==> src/hw/csls_pkg.sv <==
// Shared types and constants of the card select and lane steering block.
// Assumes a single core clock; host pins are synchronised in the top.
package csls_pkg;

  // Operating mode, driven by core logic on the same clock
  typedef enum logic [1:0] {
    MODE_MEM,
    MODE_IO,
    MODE_IDE
  } csls_mode_t;

  // Decoded access kind
  typedef enum logic [2:0] {
    K_NONE,
    K_WORD,
    K_EVEN,
    K_ODD_LO,
    K_ODD_HI,
    K_TASK,
    K_CTRL,
    K_DMA
  } csls_kind_t;

  // Host pins as one synchronised vector
  typedef struct packed {
    logic        even_en_n; // even lane enable, task file select in IDE
    logic        odd_en_n;  // odd lane enable, control block select in IDE
    logic        offset;    // byte offset bit
    logic [2:0]  addr;      // register index lines
    logic        role_n;    // role select
    logic        grant_n;   // DMA grant
    logic        rd_n;     // host reads when low
    logic [15:0] data;     // data bus lanes
  } csls_pins_t;

  // Result of the decode
  typedef struct packed {
    csls_kind_t kind;
    logic [1:0] be;
    logic       tf;
    logic       cb;
    logic [2:0] idx;
  } csls_dec_t;

  localparam int         BYTE_W       = 8;
  localparam logic [15:0] LANES_ALL   = 16'hFFFF;
  localparam logic [15:0] LANES_LO    = 16'h00FF;
  localparam logic [15:0] LANES_HI    = 16'hFF00;
  localparam logic [15:0] LANES_NONE  = 16'h0000;
  localparam logic [1:0]  BE_NONE     = 2'h0;
  localparam logic [1:0]  BE_EVEN     = 2'h1;
  localparam logic [1:0]  BE_ODD      = 2'h2;
  localparam logic [1:0]  BE_WORD     = 2'h3;
  localparam logic [2:0]  IDX_ZERO    = 3'h0;
  localparam logic [7:0]  BYTE_ZERO   = 8'h00;
  localparam logic [2:0]  ROLE_SETTLE = 3'h4;
  localparam logic [2:0]  CNT_ONE     = 3'h1;
  localparam csls_pins_t  PINS_IDLE   = '{even_en_n: 1'b1, odd_en_n: 1'b1,
                                          offset: 1'b0, addr: 3'h0,
                                          role_n: 1'b1, grant_n: 1'b1,
                                          rd_n: 1'b1, data: 16'h0000};
  localparam csls_dec_t   DEC_IDLE    = '{kind: K_NONE, be: 2'h0,
                                          tf: 1'b0, cb: 1'b0,
                                          idx: 3'h0};

endpackage : csls_pkg

==> src/hw/csls_top.sv <==
// Card-side select decode, byte lane steering and role strapping.
// Assumes host pins arrive asynchronously and core data on CORE_CLK_IN.
//
// What this block does
// - Outside IDE mode the two lane enables select the card and size it.
// - Outside IDE mode an asserted odd-lane enable always reaches the odd byte of the word.
// - Outside IDE mode, with only the even-lane enable, the offset bit picks even or odd.
// - Outside IDE mode, offset and enables let an 8-bit host reach every byte on lanes 7..0.
// - In IDE mode the task file select addresses the task file registers.
// - In IDE mode the control block select reaches alt status and control.
// - In IDE mode the pulled-up role select fixes master or slave role.
// - In IDE mode a grounded role select gives the master role.
// - An open role select gives the slave role.
// - Lane 0 is the even byte LSB and lane 8 the odd byte LSB.
// - IDE task file accesses are bytes on the low eight lanes.
// - IDE data transfers are full sixteen-bit words.
// - In IDE mode the three lowest address lines pick one of eight registers.
`timescale 1ns/1ps
`default_nettype none

module csls_top
  import csls_pkg::*;
(
  // Clock and reset
  input  wire logic               CORE_CLK_IN,
  input  wire logic               RST_N_IN,
  // Mode from core logic
  input  wire csls_pkg::csls_mode_t CARD_MODE_IN,
  // Host pins
  input  wire logic               EVEN_LANE_ENABLE_N_IN,
  input  wire logic               ODD_LANE_ENABLE_N_IN,
  input  wire logic               BYTE_OFFSET_BIT_IN,
  input  wire logic [2:0]         REG_ADDR_IN,
  input  wire logic               ROLE_SELECT_N_IN,
  input  wire logic               DMA_GRANT_N_IN,
  input  wire logic               HOST_READ_N_IN,
  input  wire logic [15:0]        DATA_BUS_LANES_IN,
  output logic [15:0]             DATA_BUS_LANES_OUT,
  output logic [15:0]             DATA_BUS_LANES_OE_OUT,
  // Core side
  input  wire logic [15:0]        CORE_RD_DATA_IN,
  output logic [15:0]             CORE_WR_DATA_OUT,
  output logic [1:0]              CORE_BYTE_EN_OUT,
  output csls_pkg::csls_kind_t    ACCESS_KIND_OUT,
  output logic                    TASKFILE_SEL_OUT,
  output logic                    CONTROL_SEL_OUT,
  output logic [2:0]              REG_INDEX_OUT,
  output logic                    ROLE_MASTER_OUT
);
  import csls_pkg::*;

  ////////////////////////////////////////////////////////////////////////
  // Pin synchroniser: three stages, a bit changes once stages 2 and 3 agree

  csls_pins_t pins;
  csls_pins_t s1_q, s2_q, s3_q, stab_q;
  csls_pins_t s1_d, s2_d, s3_d, stab_d;

  assign pins = '{even_en_n: EVEN_LANE_ENABLE_N_IN,
                  odd_en_n: ODD_LANE_ENABLE_N_IN,
                  offset: BYTE_OFFSET_BIT_IN, addr: REG_ADDR_IN,
                  role_n: ROLE_SELECT_N_IN, grant_n: DMA_GRANT_N_IN,
                  rd_n: HOST_READ_N_IN, data: DATA_BUS_LANES_IN};

  always_comb begin
    s1_d   = pins;
    s2_d   = s1_q;
    s3_d   = s2_q;
    stab_d = (s2_q & ~(s2_q ^ s3_q)) | (stab_q & (s2_q ^ s3_q));
  end

  always_ff @(posedge CORE_CLK_IN or negedge RST_N_IN) begin
    if (!RST_N_IN) begin
      s1_q   <= PINS_IDLE;
      s2_q   <= PINS_IDLE;
      s3_q   <= PINS_IDLE;
      stab_q <= PINS_IDLE;
    end else begin
      s1_q   <= s1_d;
      s2_q   <= s2_d;
      s3_q   <= s3_d;
      stab_q <= stab_d;
    end
  end

  ////////////////////////////////////////////////////////////////////////
  // Select decode

  logic      ide;
  csls_dec_t dec;

  assign ide = (CARD_MODE_IN == MODE_IDE);

  always_comb begin
    dec = DEC_IDLE;
    if (ide) begin
      if (!stab_q.grant_n) begin
        // Selects are the host's to keep negated here; grant wins anyway
        dec.kind = K_DMA;
        dec.be   = BE_WORD;
      end else if (!stab_q.even_en_n && stab_q.odd_en_n) begin
        dec.kind = K_TASK;
        dec.tf   = 1'b1;
        dec.be   = BE_EVEN;
        dec.idx  = stab_q.addr;
      end else if (stab_q.even_en_n && !stab_q.odd_en_n) begin
        dec.kind = K_CTRL;
        dec.cb   = 1'b1;
        dec.be   = BE_EVEN;
        dec.idx  = stab_q.addr;
      end else if (!stab_q.even_en_n && !stab_q.odd_en_n) begin
        // Both selects with no grant: taken as a data word
        dec.kind = K_WORD;
        dec.be   = BE_WORD;
      end
    end else begin
      case ({stab_q.odd_en_n, stab_q.even_en_n})
        2'b00: begin
          dec.kind = K_WORD;
          dec.be   = BE_WORD;
        end
        2'b01: begin
          dec.kind = K_ODD_HI;
          dec.be   = BE_ODD;
        end
        2'b10: begin
          dec.kind = stab_q.offset ? K_ODD_LO : K_EVEN;
          dec.be   = stab_q.offset ? BE_ODD : BE_EVEN;
        end
        default: begin
          dec = DEC_IDLE;
        end
      endcase
    end
  end

  ////////////////////////////////////////////////////////////////////////
  // Lane steering, registered onto the outputs

  logic [15:0] dout_q, dout_d, oe_q, oe_d, wr_q, wr_d;
  csls_dec_t   dec_q;
  logic [15:0] rd, bus;

  assign rd  = CORE_RD_DATA_IN;
  assign bus = stab_q.data;

  always_comb begin
    dout_d = {BYTE_ZERO, rd[BYTE_W-1:0]};
    wr_d   = {BYTE_ZERO, bus[BYTE_W-1:0]};
    oe_d   = LANES_LO;
    case (dec.kind)
      K_WORD, K_DMA: begin
        dout_d = rd;
        wr_d   = bus;
        oe_d   = LANES_ALL;
      end
      K_ODD_LO: begin
        // Odd byte folded down so an 8-bit host sees it on lanes 7..0
        dout_d = {BYTE_ZERO, rd[15:BYTE_W]};
        wr_d   = {bus[BYTE_W-1:0], BYTE_ZERO};
      end
      K_ODD_HI: begin
        dout_d = {rd[15:BYTE_W], BYTE_ZERO};
        wr_d   = {bus[15:BYTE_W], BYTE_ZERO};
        oe_d   = LANES_HI;
      end
      K_EVEN, K_TASK, K_CTRL: begin
        oe_d = LANES_LO;
      end
      default: begin
        dout_d = LANES_NONE;
        wr_d   = LANES_NONE;
        oe_d   = LANES_NONE;
      end
    endcase
    if (stab_q.rd_n) begin
      oe_d = LANES_NONE;
    end
  end

  always_ff @(posedge CORE_CLK_IN or negedge RST_N_IN) begin
    if (!RST_N_IN) begin
      dout_q <= LANES_NONE;
      oe_q   <= LANES_NONE;
      wr_q   <= LANES_NONE;
      dec_q  <= DEC_IDLE;
    end else begin
      dout_q <= dout_d;
      oe_q   <= oe_d;
      wr_q   <= wr_d;
      dec_q  <= dec;
    end
  end

  ////////////////////////////////////////////////////////////////////////
  // Role strap: caught once the synchroniser has settled after reset.
  // Latching avoids a role flip from noise on a pin that is only strapped.

  logic [2:0] cnt_q, cnt_d;
  logic       lock_q, lock_d, master_q, master_d, role_q, role_d;

  always_comb begin
    cnt_d    = cnt_q;
    lock_d   = lock_q;
    master_d = master_q;
    if (!lock_q) begin
      master_d = !stab_q.role_n;
      cnt_d    = 3'(cnt_q + CNT_ONE);
      lock_d   = (cnt_q == ROLE_SETTLE);
    end
    role_d = ide && master_q;
  end

  always_ff @(posedge CORE_CLK_IN or negedge RST_N_IN) begin
    if (!RST_N_IN) begin
      cnt_q    <= IDX_ZERO;
      lock_q   <= 1'b0;
      master_q <= 1'b0;
      role_q   <= 1'b0;
    end else begin
      cnt_q    <= cnt_d;
      lock_q   <= lock_d;
      master_q <= master_d;
      role_q   <= role_d;
    end
  end

  assign DATA_BUS_LANES_OUT    = dout_q;
  assign DATA_BUS_LANES_OE_OUT = oe_q;
  assign CORE_WR_DATA_OUT      = wr_q;
  assign CORE_BYTE_EN_OUT      = dec_q.be;
  assign ACCESS_KIND_OUT       = dec_q.kind;
  assign TASKFILE_SEL_OUT      = dec_q.tf;
  assign CONTROL_SEL_OUT       = dec_q.cb;
  assign REG_INDEX_OUT         = dec_q.idx;
  assign ROLE_MASTER_OUT       = role_q;

  logic past_ok_q;
  always_ff @(posedge CORE_CLK_IN or negedge RST_N_IN) begin
    if (!RST_N_IN) begin
      past_ok_q <= 1'b0;
    end else begin
      past_ok_q <= 1'b1;
    end
  end
endmodule : csls_top

`default_nettype wire

==> config.mk <==
export PLATFORM = sky130hd
export DESIGN_NAME = csls_top
export DESIGN_NICKNAME = d
export VERILOG_FILES = /design/src/hw/csls_pkg.sv /design/src/hw/csls_top.sv
export SDC_FILE = /design/constraint.sdc
export NUM_CORES = 1
export LEC_CHECK = 0
export BUFFER_PORTS_ARGS = -buffer_cell sky130_fd_sc_hd__clkbuf_2
export CORE_MARGIN = 1
export CORE_UTILIZATION = 53
export CTS_CLUSTER_SIZE = 12
export DETAILED_ROUTE_END_ITERATION = 12
export PLACE_DENSITY = 0.84
export SLEW_MARGIN = 10
export SYNTH_ARGS = -nofsm -noshare
export SYNTH_HDL_FRONTEND = slang
export SYNTH_SLANG_ARGS = --single-unit
export TNS_END_PERCENT = 20
==> constraint.sdc <==
create_clock -name CORE_CLK_IN -period 2.4 [get_ports CORE_CLK_IN]
set_input_delay 0.36 -clock CORE_CLK_IN [delete_from_list [all_inputs] [get_ports CORE_CLK_IN]]
set_output_delay 0.36 -clock CORE_CLK_IN [all_outputs]
set_load 0.05 [all_outputs]
==> flow_summary.json <==
{
  "yosysUniqueCellTypes": 36,
  "final.setup.tns_ns": 0,
  "crit_top_cell": "o21ai_4",
  "fin_skew_ns": 0.008959,
  "wl_per_cell_um": 15.07,
  "grt_max_degree": 68,
  "path_buf_inv": 2,
  "hold_slack_ns": 0.09692,
  "synth_top_area_share": 0.6579,
  "die_area_sq_um": 9720,
  "cts_made_buffers": 17,
  "cp.depth": 8,
  "synth_nets": 349,
  "port_buffers": 103,
  "cts-root-buf": "clkbuf_8",
  "drive_above_1_share": 0.3914,
  "die_height_um": 98.59,
  "first_pass_iters": 4,
  "core_area_sq_um": 8891,
  "clk_path_buf_depth": 2,
  "synthFlopType": "dfrtp_1",
  "endpoint_kind": "flip-flop",
  "finalCoreUtilization": 0.7150,
  "clock_latency_ns": 0.50,
  "synth-seq-cells": 150,
  "min_from": "CORE_RD_DATA_IN[9]",
  "max_stage_delay_ns": 0.58,
  "period_needed_ns": 2.245,
  "dieWidth_um": 98.59,
  "setup.worst_path.class": "flip-flop to flip-flop",
  "power_density_nw_per_um2": 1018,
  "synth_area_sq_um": 4945,
  "synth_area_leaders": "dfrtp_1, dfstp_2, maj3_1",
  "postSynth.asyncResetShare": 1.000,
  "antenna_found_initial": 0,
  "syn_inst": 294,
  "clk_pin_slew_ns": 0.06,
  "min_path_type": "input port to flip-flop",
  "setup_viol_count_final": 0,
  "critPathTopFamily": "flip-flops",
  "start_util": 0.5561,
  "final_hold_viol_count": 0,
  "num_antenna_cells": 0,
  "maxSlewHeadroom": 0.6119,
  "grt_usage": 0.1894,
  "final_antenna_net_count": 0,
  "min_period_over_period": 0.9354,
  "synth.largest_area_cell": "dfrtp_1",
  "pre_cts_ws_ns": 0.05429,
  "worstPathCellList": "inv_1, ha_1, nand4bb_1, o21ai_4, xnor2_2, o21ai_4, buf_4, a22o_1",
  "status": "finished clean",
  "timing.fmax_mhz": 445.4,
  "max-vdd-ir-drop_mv": 0.6255,
  "rr_worst_depth": 8,
  "yosysWarnings": 0,
  "worstMarginPinSlew_ns": 0.5822,
  "overflow": 0,
  "synth.most_common_cell": "dfrtp_1",
  "fin_ws_ns": 0.1550,
  "first_iter_violations": 109,
  "worstPathRequired_ns": 2.78,
  "io_pins": 104,
  "first_global_vias": 2819,
  "finish.net_count": 484,
  "maxCapViolations": 0,
  "worstReg2RegEnd": "CORE_WR_DATA_OUT[9]",
  "crit_path_start_kind": "flip-flop",
  "p_leak_nw": 3.058,
  "cts_tree": "done",
  "report.final.slew_viol_count": 0,
  "worstPathMaxFanout": 15,
  "finalWeightedCongestion": 0.7742,
  "r2r_slack_ns": 0.15,
  "hpwl_um": 5280,
  "rsz0062_at_grt": "no",
  "routed_wirelength_um": 8286,
  "num_rows": 34,
  "endpoint": "CORE_WR_DATA_OUT[9]",
  "crit_arrival_ns": 2.63,
  "vias_per_cell": 4.929,
  "ys_top_cells_by_count": "dfrtp_1, maj3_1, and2_1, dfstp_2, buf_4",
  "grt_pass1_wl_um": 13810,
  "htree_levels": 4,
  "vias": 2711,
  "synth-edff-count": 0,
  "slowest_stage": "dfstp_2",
  "drc_errors": 0,
  "power_mw": 6.472,
  "syn-mean-instance-area_sq_um": 16.82,
  "area_delta_synth_final_pct": 28.57,
  "cts_num_sinks": 150,
  "synth_seq_area_share": 0.7642
}
[per-stage QoR]
stage                     instances  cell area [sq um]
after floorplan                 294               4945
after global routing            550               6357
final                           550               6357
after CTS                       548               6335
after detailed placement        490               5507
after global placement          490               5507
[power breakdown]
group,total (mW),switching [mW],internal [mW]
clock network,2.48,1.05,1.43
logic,1.12,0.814,0.305
registers,2.87,0.109,2.76
total,6.47,1.97,4.50
[routing by layer]
metal,track usage,share of wire
met1,0.2506,0.46
met2,0.3023,0.49
met3,0.04894,0.045
met4,0.07922,0.015
met5,0,0
[worst register-to-register path, cell delays in order, from the launching register on]
cell,delay [ns]
dfstp_2,0.58
inv_1,0.11
ha_1,0.25
nand4bb_1,0.26
o21ai_4,0.25
xnor2_2,0.20
o21ai_4,0.08
buf_4,0.16
a22o_1,0.24
[cell usage in the layout, fill, tap and decap left out, types with 3 or more instances in the layout]
cell type and n:
inv_6 5, maj3_1 25, buf_4 5, inv_1 9, clkinv_4 3, o2bb2ai_1 8
a22oi_1 8, and2_1 20, dlygate4sd3_1 26, clkbuf_2 102, dfrtp_1 130, a21oi_1 4
clkbuf_16 16, ha_1 10, a22o_1 8, dfstp_2 20, nand2_1 5
[logic make-up after synthesis]
kind of cell / after synthesis / share of synthesized area
flip-flops: 150 / 0.7642
AO/OA/AOI/OAI: 38 / 0.06605
AND/OR/NAND/NOR: 38 / 0.04858
adder cells (fa/ha/maj): 35 / 0.07591
buffers and inverters: 28 / 0.03467
XOR/XNOR: 3 / 0.005315
multiplexers: 2 / 0.005313
[final cells by class]
type | count | area (sq um)
inverter | 9 | 33.78
multi-input combinational | 116 | 1002
timing repair buffer | 135 | 839.6
clock buffer | 18 | 427.9
tap | 108 | 135.1
fill | 555 | 2534
sequential | 150 | 3779
clock inverter | 14 | 140.1
[worst min path at each step]
stage / end / depth (start not counted)
finish: DATA_BUS_LANES_OUT[9] / 2
global placement: s2_q[3] / 0
floorplan: ACCESS_KIND_OUT[0] / 0
global route: DATA_BUS_LANES_OUT[9] / 2
CTS: DATA_BUS_LANES_OUT[2] / 2
detailed placement: s2_q[10] / 0
[repair_timing]
item / in CTS / in global routing
setup buffers: 0 / 2
setup endpoints to repair: 0 / 17
hold buffers: 26 / 0
resized for setup: 0 / 1
endpoints found under the hold margin: 73 / 0
Power figures use the tool's default switching activity.
